`config.mk`:
```
export PLATFORM = sky130hd
export DESIGN_NAME = dsc_top
export DESIGN_NICKNAME = d
export VERILOG_FILES = /design/src/core/dsc_top.v /design/src/core/dsc_synth_chan.v
export VERILOG_INCLUDE_DIRS = /design/src /design/src/core
export SDC_FILE = /design/constraint.sdc
export NUM_CORES = 1
export LEC_CHECK = 0
export BUFFER_PORTS_ARGS = -buffer_cell sky130_fd_sc_hd__buf_4
export CAP_MARGIN = 20
export CORE_ASPECT_RATIO = 0.5
export CORE_MARGIN = 1
export CORE_UTILIZATION = 30
export CTS_CLUSTER_SIZE = 8
export DETAILED_ROUTE_END_ITERATION = 8
export PLACE_DENSITY = 0.52
export SKIP_CTS_REPAIR_TIMING = 1
export SKIP_LAST_GASP = 1
export SYNTH_ARGS = -nofsm -noshare
export SYNTH_HDL_FRONTEND = slang
export SYNTH_SLANG_ARGS = --single-unit
```
`constraint.sdc`:
```
create_clock -name SYS_CLK -period 5.8 [get_ports SYS_CLK]
set_input_delay 0.87 -clock SYS_CLK [delete_from_list [all_inputs] [get_ports SYS_CLK]]
set_output_delay 0.87 -clock SYS_CLK [all_outputs]
set_load 0.01 [all_outputs]
```
`src/core/dsc_defs.vh`:
```
// constants for the dual synthesiser control block
// Notes on behaviour
// - two channels, each with dividers, phase detector, pump and two divisor sets
// - one control write swaps a channel between its two sets, no reload
// - feedback counter is 20 bits, reference counter is 13 bits
// - one reference select, crystal or dedicated input, shared by both channels
// - reference divided by R, feedback divided by N, compared
// - phase-frequency detector drives pump up/down into a tri-state pump pin
// - per-channel lock state readable in an 8-bit read-only status register
// - locked to unlocked transition of a running channel is caught and raises the host interrupt
// - pump gain bit is control bit 3 for channel 1, bit 11 for channel 2
// - four data writes program a channel; each partial value takes effect at once
// - writes to the active set are never blocked or delayed
// - the two sets are independent; only the control register picks one
// - comparison rate set by R, from 2.5 kHz up to 200 kHz
// - lock tolerance is one or four undivided reference cycles
// - last three lock results kept; majority vote gives the lock status
// - a lock-loss event reaches the interrupt only when unmasked
`ifndef DSC_DEFS_VH
`define DSC_DEFS_VH
`define DSC_ADDR_DATA      8'hb2
`define DSC_ADDR_CTRL      8'hb3
`define DSC_ADDR_STAT      8'hb4
`define DSC_ADDR_BITS      5'h07
`define DSC_WORD_LAST      5'h17
`define DSC_N_W            20
`define DSC_R_W            13
`define DSC_CH_BITS        8
// control fields within one channel byte; REFSEL is bit 15 of the whole word
`define DSC_C_EN           0
`define DSC_C_PSAVE        1
`define DSC_C_SET          2
`define DSC_C_GAIN         3
`define DSC_C_TOL          4
`define DSC_C_MASK         5
`define DSC_C_REFSEL       15
// status fields
`define DSC_S_LOCK         0
`define DSC_S_LOST         2
// data write sequence: select, R, N low, N high
`define DSC_SEQ_SEL        2'h0
`define DSC_SEQ_R          2'h1
`define DSC_SEQ_NLO        2'h2
`define DSC_SEQ_NHI        2'h3
`define DSC_D_SYN          1
`define DSC_D_SET          0
`define DSC_TOL_ONE        3'h1
`define DSC_TOL_FOUR       3'h4
`define DSC_CTRL_RESET     16'h0000
// synchroniser idle image: select pin high, every other pin low
`define DSC_PIN_IDLE       9'h001
`endif

```
`src/core/dsc_top.v`:
```
// dual synthesiser control: serial register port, reference select, two channels
`timescale 1ns/1ps
`include "dsc_defs.vh"
module dsc_top (
    input  wire       SYS_CLK,
    input  wire       RESET,
    input  wire       SERIAL_CS_N,
    input  wire       SERIAL_CLK,
    input  wire       SERIAL_CMD_DATA,
    output reg        SERIAL_REPLY_DATA,
    output reg        SERIAL_REPLY_OE_N,
    output reg        IRQ_N,
    input  wire       XTAL_CLOCK_INPUT,
    input  wire       SYNTH_REF_CLOCK_INPUT,
    input  wire [1:0] VCO_FEEDBACK_POS,
    input  wire [1:0] VCO_FEEDBACK_NEG,
    output reg  [1:0] CHARGE_PUMP_UP,
    output reg  [1:0] CHARGE_PUMP_DN,
    output reg  [1:0] CHARGE_PUMP_OE_N,
    output reg  [1:0] PUMP_GAIN_HIGH
);
    localparam ST_ADDR  = 3'b001;
    localparam ST_WDATA = 3'b010;
    localparam ST_RDATA = 3'b100;

    // pin synchronisers: cs_n, sclk, data, xtal, refclk, vco1 p/n, vco2 p/n
    reg  [8:0]  pin_s1;
    reg  [8:0]  pin_s2;
    reg  [8:0]  pin_s3;
    wire [8:0]  pin_raw;
    reg  [2:0]  state;
    reg  [4:0]  bit_cnt;
    reg  [22:0] shift_in;
    reg  [7:0]  addr;
    reg  [7:0]  out_shift;
    reg  [15:0] ctrl;
    reg  [1:0]  seq;
    reg         sel_syn;
    reg         sel_set;
    reg  [`DSC_R_W-1:0] r_set [0:3];
    reg  [`DSC_N_W-1:0] n_set [0:3];
    reg  [1:0]  lost_flag;
    wire        cs_act;
    wire        sclk_rise;
    wire        sclk_fall;
    wire        din;
    wire [15:0] wdata;
    wire        wr_commit;
    wire        rd_start;
    wire        ref_sel;
    wire        ref_tick;
    wire [1:0]  vco_tick;
    wire [1:0]  vco_now;
    wire [1:0]  vco_old;
    wire [1:0]  run;
    wire [1:0]  ch_up;
    wire [1:0]  ch_dn;
    wire [1:0]  ch_lock;
    wire [1:0]  ch_lost;
    wire [1:0]  ch_mask;
    wire [7:0]  status;

    function [7:0] chan_ctrl;
        input [15:0] c;
        input        ch;
        begin
            chan_ctrl = ch ? c[15:8] : c[7:0];
        end
    endfunction

    // raw pins only ahead of the synchronisers; decoding waits for the second stage
    assign pin_raw   = {VCO_FEEDBACK_NEG[1], VCO_FEEDBACK_POS[1],
                        VCO_FEEDBACK_NEG[0], VCO_FEEDBACK_POS[0],
                        SYNTH_REF_CLOCK_INPUT, XTAL_CLOCK_INPUT,
                        SERIAL_CMD_DATA, SERIAL_CLK, SERIAL_CS_N};
    assign cs_act    = ~pin_s2[0];
    assign sclk_rise = cs_act & pin_s2[1] & ~pin_s3[1];
    assign sclk_fall = cs_act & ~pin_s2[1] & pin_s3[1];
    assign din       = pin_s2[2];
    assign wdata     = {shift_in[14:0], din};
    assign wr_commit = (state == ST_WDATA) && sclk_rise && (bit_cnt == `DSC_WORD_LAST);
    assign rd_start  = (state == ST_ADDR) && sclk_rise && (bit_cnt == `DSC_ADDR_BITS)
                       && ({shift_in[6:0], din} == `DSC_ADDR_STAT);
    assign ref_sel   = ctrl[`DSC_C_REFSEL];
    // one reference choice feeds both channels
    assign ref_tick  = ref_sel ? (pin_s2[4] & ~pin_s3[4]) : (pin_s2[3] & ~pin_s3[3]);
    assign vco_now   = {pin_s2[7] & ~pin_s2[8], pin_s2[5] & ~pin_s2[6]};
    assign vco_old   = {pin_s3[7] & ~pin_s3[8], pin_s3[5] & ~pin_s3[6]};
    assign vco_tick  = vco_now & ~vco_old;
    assign status    = {4'h0, lost_flag, ch_lock};

    always @(posedge SYS_CLK)
    begin
        if (RESET)
        begin
            pin_s1 <= `DSC_PIN_IDLE;
            pin_s2 <= `DSC_PIN_IDLE;
            pin_s3 <= `DSC_PIN_IDLE;
        end
        else
        begin
            pin_s1 <= pin_raw;
            pin_s2 <= pin_s1;
            pin_s3 <= pin_s2;
        end
    end

    // serial slave: 8 address bits, then 16 write bits or 8 read bits, msb first
    always @(posedge SYS_CLK)
    begin
        if (RESET || !cs_act)
        begin
            state             <= ST_ADDR;
            bit_cnt           <= 5'h00;
            shift_in          <= 23'h00_0000;
            addr              <= 8'h00;
            out_shift         <= 8'h00;
            SERIAL_REPLY_DATA <= 1'b0;
            SERIAL_REPLY_OE_N <= 1'b1;
        end
        else
        begin
            if (sclk_rise)
            begin
                shift_in <= {shift_in[21:0], din};
                bit_cnt  <= bit_cnt + 5'h01;
            end
            if (sclk_fall && state == ST_RDATA)
            begin
                SERIAL_REPLY_DATA <= out_shift[7];
                out_shift         <= {out_shift[6:0], 1'b0};
            end
            case (state)
                ST_ADDR:
                    if (sclk_rise && bit_cnt == `DSC_ADDR_BITS)
                    begin
                        addr <= {shift_in[6:0], din};
                        if (rd_start)
                        begin
                            state             <= ST_RDATA;
                            out_shift         <= status;
                            SERIAL_REPLY_OE_N <= 1'b0;
                        end
                        else
                            state <= ST_WDATA;
                    end
                ST_WDATA:
                    if (wr_commit)
                        state <= ST_ADDR;
                ST_RDATA:
                    state <= ST_RDATA;
                default:
                    state <= ST_ADDR;
            endcase
        end
    end

    // registers: data written in four steps straight into the target set
    always @(posedge SYS_CLK)
    begin
        if (RESET)
        begin
            ctrl    <= `DSC_CTRL_RESET;
            seq     <= `DSC_SEQ_SEL;
            sel_syn <= 1'b0;
            sel_set <= 1'b0;
        end
        else if (wr_commit && addr == `DSC_ADDR_CTRL)
            ctrl <= wdata;
        else if (wr_commit && addr == `DSC_ADDR_DATA)
        begin
            seq <= seq + 2'h1;
            case (seq)
                `DSC_SEQ_SEL:
                begin
                    sel_syn <= wdata[`DSC_D_SYN];
                    sel_set <= wdata[`DSC_D_SET];
                end
                // partial values land at once, with no hold-off on the active set
                `DSC_SEQ_R:
                    r_set[{sel_syn, sel_set}] <= wdata[`DSC_R_W-1:0];
                `DSC_SEQ_NLO:
                    n_set[{sel_syn, sel_set}][15:0] <= wdata;
                `DSC_SEQ_NHI:
                    n_set[{sel_syn, sel_set}][`DSC_N_W-1:16] <= wdata[3:0];
                default:
                    seq <= `DSC_SEQ_SEL;
            endcase
        end
    end

    always @(posedge SYS_CLK)
    begin
        if (RESET)
        begin
            lost_flag        <= 2'b00;
            IRQ_N            <= 1'b1;
            CHARGE_PUMP_UP   <= 2'b00;
            CHARGE_PUMP_DN   <= 2'b00;
            CHARGE_PUMP_OE_N <= 2'b11;
            PUMP_GAIN_HIGH   <= 2'b00;
        end
        else
        begin
            // a new loss in the read cycle survives the clear
            lost_flag        <= (rd_start ? 2'b00 : lost_flag) | ch_lost;
            IRQ_N            <= ~|(lost_flag & ch_mask);
            CHARGE_PUMP_UP   <= ch_up;
            CHARGE_PUMP_DN   <= ch_dn;
            CHARGE_PUMP_OE_N <= ~(ch_up | ch_dn);
            PUMP_GAIN_HIGH   <= {ctrl[`DSC_CH_BITS + `DSC_C_GAIN], ctrl[`DSC_C_GAIN]};
        end
    end

    genvar g;
    generate
        for (g = 0; g < 2; g = g + 1)
        begin : chan
            wire [7:0] cc;
            assign cc         = chan_ctrl(ctrl, (g == 1));
            assign run[g]     = cc[`DSC_C_EN] & ~cc[`DSC_C_PSAVE];
            assign ch_mask[g] = cc[`DSC_C_MASK];
            dsc_synth_chan dsc_synth_chan_inst (
                .clk       (SYS_CLK),
                .reset     (RESET),
                .run       (run[g]),
                .ref_tick  (ref_tick),
                .vco_tick  (vco_tick[g]),
                .tol_four  (cc[`DSC_C_TOL]),
                .r_val     (r_set[{(g == 1), cc[`DSC_C_SET]}]),
                .n_val     (n_set[{(g == 1), cc[`DSC_C_SET]}]),
                .pump_up   (ch_up[g]),
                .pump_dn   (ch_dn[g]),
                .locked    (ch_lock[g]),
                .lost_lock (ch_lost[g])
            );
        end
    endgenerate
endmodule

```
`src/core/dsc_synth_chan.v`:
```
// one synthesiser channel: dividers, phase-frequency detector and lock detector
`timescale 1ns/1ps
`include "dsc_defs.vh"
module dsc_synth_chan (
    input  wire                   clk,
    input  wire                   reset,
    input  wire                   run,
    input  wire                   ref_tick,
    input  wire                   vco_tick,
    input  wire                   tol_four,
    input  wire [`DSC_R_W-1:0]    r_val,
    input  wire [`DSC_N_W-1:0]    n_val,
    output reg                    pump_up,
    output reg                    pump_dn,
    output reg                    locked,
    output reg                    lost_lock
);
    reg  [`DSC_R_W-1:0] r_cnt;
    reg  [`DSC_N_W-1:0] n_cnt;
    reg  [2:0]          hist;
    reg  [2:0]          err_cnt;
    wire                ref_div;
    wire                fb_div;
    wire                next_up;
    wire                next_dn;
    wire                meas_ok;
    wire [2:0]          tol;
    wire [2:0]          next_hist;
    wire                next_locked;

    function maj3;
        input [2:0] v;
        begin
            maj3 = (v[0] & v[1]) | (v[0] & v[2]) | (v[1] & v[2]);
        end
    endfunction

    assign ref_div     = run & ref_tick & (r_cnt <= {{(`DSC_R_W-1){1'b0}}, 1'b1});
    assign fb_div      = run & vco_tick & (n_cnt <= {{(`DSC_N_W-1){1'b0}}, 1'b1});
    assign next_up     = pump_up | ref_div;
    assign next_dn     = pump_dn | fb_div;
    assign tol         = tol_four ? `DSC_TOL_FOUR : `DSC_TOL_ONE;
    assign meas_ok     = (err_cnt <= tol);
    assign next_hist   = {hist[1:0], meas_ok};
    assign next_locked = maj3(next_hist);

    always @(posedge clk)
    begin
        lost_lock <= 1'b0;
        if (reset || !run)
        begin
            r_cnt   <= {`DSC_R_W{1'b0}};
            n_cnt   <= {`DSC_N_W{1'b0}};
            pump_up <= 1'b0;
            pump_dn <= 1'b0;
            err_cnt <= 3'h0;
            hist    <= 3'h0;
            locked  <= 1'b0;
        end
        else
        begin
            // divisors are sampled only on reload so a running cycle completes
            if (ref_tick)
                r_cnt <= (r_cnt <= {{(`DSC_R_W-1){1'b0}}, 1'b1}) ? r_val : r_cnt - 1'b1;
            if (vco_tick)
                n_cnt <= (n_cnt <= {{(`DSC_N_W-1){1'b0}}, 1'b1}) ? n_val : n_cnt - 1'b1;
            if (next_up && next_dn)
            begin
                pump_up <= 1'b0;
                pump_dn <= 1'b0;
                err_cnt <= 3'h0;
                hist    <= next_hist;
                locked  <= next_locked;
                lost_lock <= locked & ~next_locked;
            end
            else
            begin
                pump_up <= next_up;
                pump_dn <= next_dn;
                if ((next_up || next_dn) && ref_tick && err_cnt != 3'h7)
                    err_cnt <= err_cnt + 3'h1;
            end
        end
    end
endmodule

```
==> metrics.txt <==
# TYPE chip_impl_metric gauge
chip_impl_metric{name="clkLatencyLatePin",unit="ps"} 520
chip_impl_metric{name="avgRoutedWirePerCell",unit="um"} 17.6
chip_impl_metric{name="fmax",unit="GHz"} 0.283
chip_impl_metric{name="cts_made_buffers",unit=""} 44
chip_impl_metric{name="cellInternalPower",unit="mW"} 3.71
chip_impl_metric{name="gr-total-overflow",unit=""} 0
chip_impl_metric{name="ys_async_sr_fraction",unit="%"} 0
chip_impl_info{name="worstHoldPathType",value="reg -> reg"} 1
chip_impl_metric{name="netlist_area",unit="mm2"} 0.0134
chip_impl_metric{name="finalSetupViolations",unit=""} 0
chip_impl_metric{name="path_clk_slew",unit="ps"} 50
chip_impl_metric{name="drt_pass1_iterations",unit=""} 5
chip_impl_metric{name="die_extent_in_y",unit="um"} 151
chip_impl_metric{name="path_buf_inv",unit=""} 0
chip_impl_metric{name="num_vias",unit=""} 9638
chip_impl_metric{name="synth.yosys.seq_area_share",unit="%"} 56.6
chip_impl_metric{name="drc",unit=""} 0
chip_impl_metric{name="reg2reg_slack",unit="ps"} 2270
chip_impl_metric{name="layout_overhead_on_the_synthesized_area",unit="%"} 14.8
chip_impl_info{name="cts_tree",value="done"} 1
chip_impl_metric{name="max_cap_viol_count",unit=""} 0
chip_impl_metric{name="final.fill_count",unit=""} 4239
chip_impl_metric{name="slew_at_the_pin_with_the_worst_max_slew_slack",unit="ps"} 1080
chip_impl_metric{name="post_route_setup_tns",unit="ps"} 0
chip_impl_metric{name="synthesis.instances",unit=""} 1245
chip_impl_info{name="cp_top_family",value="simple AND/OR/NAND/NOR gates"} 1
chip_impl_metric{name="static-leakage-power",unit="nW"} 5.26
chip_impl_metric{name="grt_start_max_net_pins",unit=""} 58
chip_impl_info{name="cts.root.buffer_cell",value="sky130_fd_sc_hd__clkbuf_16"} 1
chip_impl_metric{name="synth.avg_cell_area",unit="um2"} 10.7
chip_impl_metric{name="power.share.sequential",unit="%"} 49.4
chip_impl_metric{name="core_area",unit="mm2"} 0.0437
chip_impl_metric{name="finish.utilization",unit="%"} 35.1
chip_impl_metric{name="yosysTopAreaCellShare",unit="%"} 29.7
chip_impl_metric{name="arrival",unit="ps"} 3660
chip_impl_metric{name="grt_util_all_layers",unit="%"} 14.4
chip_impl_metric{name="detail_route.iter0.violations",unit=""} 623
chip_impl_metric{name="timing.clock.skew",unit="ps"} 11.8
chip_impl_metric{name="mappedNetlistNets",unit=""} 1277
chip_impl_metric{name="slew_headroom",unit="%"} 28.2
chip_impl_metric{name="grt_pass1_wl",unit="um"} 51600
chip_impl_metric{name="drive_above_1_share",unit="%"} 9.44
chip_impl_metric{name="delay_of_the_slowest_critical_path_stage",unit="ps"} 860
chip_impl_metric{name="min_clock_period_post_route",unit="ps"} 3530
chip_impl_metric{name="dp_worst_setup_slack",unit="ps"} 2220
chip_impl_metric{name="hpwlAfterDp",unit="um"} 21200
chip_impl_metric{name="clock_power_share",unit="%"} 49.6
chip_impl_metric{name="comb_power_share",unit="%"} 1.1
chip_impl_info{name="run_status",value="finished, final reports clean"} 1
chip_impl_metric{name="timing.final.crit_share",unit="%"} 60.8
chip_impl_info{name="layout.cells.most_common",value="sky130_fd_sc_hd__dfxtp_1"} 1
chip_impl_metric{name="drt_wl_total",unit="um"} 33000
chip_impl_metric{name="place_congestion",unit=""} 0.818
chip_impl_info{name="critical_path.cell_chain",value="or3b_1 -> or3_1 -> nor4_1 -> nand2_1 -> nor2_1"} 1
chip_impl_metric{name="ys_ff_latch",unit=""} 312
chip_impl_metric{name="cp_max_fo",unit=""} 20
chip_impl_metric{name="antenna_violations_before_repair",unit=""} 0
chip_impl_metric{name="die_w",unit="um"} 300
chip_impl_metric{name="ant_nets",unit=""} 0
chip_impl_metric{name="routed_via_density",unit=""} 5.15
chip_impl_metric{name="num-nets-final",unit=""} 1292
chip_impl_metric{name="grt_pass1_vias",unit=""} 9152
chip_impl_metric{name="die_area",unit="mm2"} 0.0454
chip_impl_metric{name="setup_ws",unit="ps"} 2270
chip_impl_metric{name="clock_sinks",unit=""} 312
chip_impl_metric{name="final-max-slew-violation-count",unit=""} 0
chip_impl_metric{name="crit_required",unit="ps"} 5930
chip_impl_metric{name="switching_share",unit="%"} 19.9
chip_impl_info{name="unrepaired_setup_endpoints_after_global_routing",value="no"} 1
chip_impl_metric{name="finalHoldViolCount",unit=""} 0
chip_impl_metric{name="yosys_warnings",unit=""} 0
chip_impl_metric{name="cts-htree-levels",unit=""} 2
chip_impl_metric{name="place.port_buffers",unit=""} 21
chip_impl_metric{name="io_pins",unit=""} 22
chip_impl_info{name="cp-start-kind",value="flop"} 1
chip_impl_info{name="worst_setup_path_end_kind",value="flop"} 1
chip_impl_metric{name="yosysUniqueCellTypes",unit=""} 78
chip_impl_metric{name="ir_worst_vdd",unit="V"} 0.000185
chip_impl_info{name="postSynth.topFlopCell",value="sky130_fd_sc_hd__dfxtp_1"} 1
chip_impl_info{name="layout_common_cells",value="sky130_fd_sc_hd__dfxtp_1, sky130_fd_sc_hd__edfxtp_1, sky130_fd_sc_hd__nor2_1, sky130_fd_sc_hd__a21oi_1, sky130_fd_sc_hd__mux2i_1"} 1
chip_impl_metric{name="power_density",unit="mW/mm2"} 302
chip_impl_metric{name="placement_rows",unit=""} 54
chip_impl_metric{name="initial_utilization",unit="%"} 30.6
chip_impl_metric{name="power.switching",unit="uW"} 921
chip_impl_info{name="criticalPathCategory",value="reg -> reg"} 1
chip_impl_metric{name="clockBufferDepth",unit=""} 3
chip_impl_info{name="critical_path.slowest_cell",value="sky130_fd_sc_hd__nor2_1"} 1
chip_impl_info{name="synth_top_cells_by_area",value="sky130_fd_sc_hd__edfxtp_1, sky130_fd_sc_hd__dfxtp_1, sky130_fd_sc_hd__mux2i_1"} 1
chip_impl_info{name="synth_largest_area_cell",value="sky130_fd_sc_hd__edfxtp_1"} 1
chip_impl_metric{name="synth_enable_flop_cells",unit=""} 132
Yosys cell counts (6+ instances only):
| cell | count |
|---|---|
| sky130_fd_sc_hd__inv_1 | 36 |
| sky130_fd_sc_hd__o22ai_1 | 12 |
| sky130_fd_sc_hd__a21oi_1 | 99 |
| sky130_fd_sc_hd__nand3b_1 | 6 |
| sky130_fd_sc_hd__buf_2 | 8 |
| sky130_fd_sc_hd__nor3b_1 | 8 |
| sky130_fd_sc_hd__nand2_1 | 79 |
| sky130_fd_sc_hd__a32oi_1 | 8 |
| sky130_fd_sc_hd__a22o_1 | 8 |
| sky130_fd_sc_hd__a31oi_1 | 7 |
| sky130_fd_sc_hd__a211oi_1 | 28 |
| sky130_fd_sc_hd__edfxtp_1 | 132 |
| sky130_fd_sc_hd__clkbuf_1 | 49 |
| sky130_fd_sc_hd__nor2_1 | 99 |
| sky130_fd_sc_hd__nand2b_1 | 13 |
| sky130_fd_sc_hd__nand3_1 | 31 |
| sky130_fd_sc_hd__or3_1 | 6 |
| sky130_fd_sc_hd__dfxtp_1 | 180 |
| sky130_fd_sc_hd__a2111oi_0 | 7 |
| sky130_fd_sc_hd__o221a_2 | 7 |
| sky130_fd_sc_hd__nor3_1 | 50 |
| sky130_fd_sc_hd__o31ai_1 | 6 |
| sky130_fd_sc_hd__nor4_1 | 22 |
| sky130_fd_sc_hd__nor2b_1 | 34 |
| sky130_fd_sc_hd__nand4_1 | 13 |
| sky130_fd_sc_hd__a221oi_1 | 6 |
| sky130_fd_sc_hd__o211ai_1 | 6 |
| sky130_fd_sc_hd__ha_1 | 21 |
| sky130_fd_sc_hd__o21ai_0 | 67 |
| sky130_fd_sc_hd__or4_1 | 6 |
| sky130_fd_sc_hd__mux2i_1 | 93 |
cells by family after synthesis:
logic type / share of synthesized area, %
compound gates: 15.1
mux: 7.39
simple gates: 15.5
flops: 56.6
xor+xnor: 0.328
fa+ha+maj: 1.97
buf+inv: 3.10
worst register-to-register path, delay by kind of cell, from the launching register on:
family / cells / cell delay (ps)
DFF: 1 / 320
and+or+nand+nor: 5 / 2830
path summary, 6_finish.rpt:
kind	endpoint	start	depth (start not counted)
worst min register to register	pin_s2[0]	pin_s1[0]	1
worst max-delay path	r_set[1][12]	pin_s3[1]	5
worst max register to register	r_set[1][12]	pin_s3[1]	5
worst min-delay path	pin_s2[0]	pin_s1[0]	1
final cells by class:
class / count / area (um2) / share of cell area, %
Antenna cell: 1 / 2.50 / 0.0163
Clock buffer: 68 / 1210 / 7.91
Inverter: 36 / 135 / 0.881
Multi-Input combinational cell: 831 / 5410 / 35.3
Sequential cell: 312 / 7570 / 49.4
Tap cell: 588 / 736 / 4.80
Timing Repair Buffer: 35 / 270 / 1.76
state kept, by name, indices dropped and copies added (netlist names), 7 cells and up, named ones only:
signal,flops
r_set,52
chan.dsc_synth_chan_inst.n_cnt,40
out_shift,8
ctrl,13
n_set,80
pin_s2,9
shift_in,15
addr,8
chan.dsc_synth_chan_inst.r_cnt,26
pin_s1,9
pin_s3,7
per-stage QoR:
stage	total power [mW]	cell area (um2)	hold WS, ps	cells
after floorplan	2.36	13400	389	1245
after global placement	2.38	14100	412	1800
after detailed placement	2.38	14100	415	1801
after CTS	4.69	15300	425	1869
after global routing	4.79	15300	437	1870
final	4.63	15300	423	1871
power by group through the flow:
stage	Combinational [mW]	Sequential, mW	Clock (mW)
finish	0.0489	2.29	2.29
global route	0.0545	2.28	2.46
global placement	0.0473	2.33	0
floorplan	0.0326	2.33	0
CTS	0.0488	2.29	2.35
detailed placement	0.0486	2.33	0
per-layer routing:
metal,routed length [um],GRT usage (%),up-vias,part of all wire [%]
met1,16000,20.8,4622,48
li1,-,-,4707,-
met3,1940,2.44,45,5.9
met4,588,3.62,0,1.8
met2,14500,22.1,264,44
met5,0,0,-,0
No activity file was read; power rests on OpenSTA's default activity.
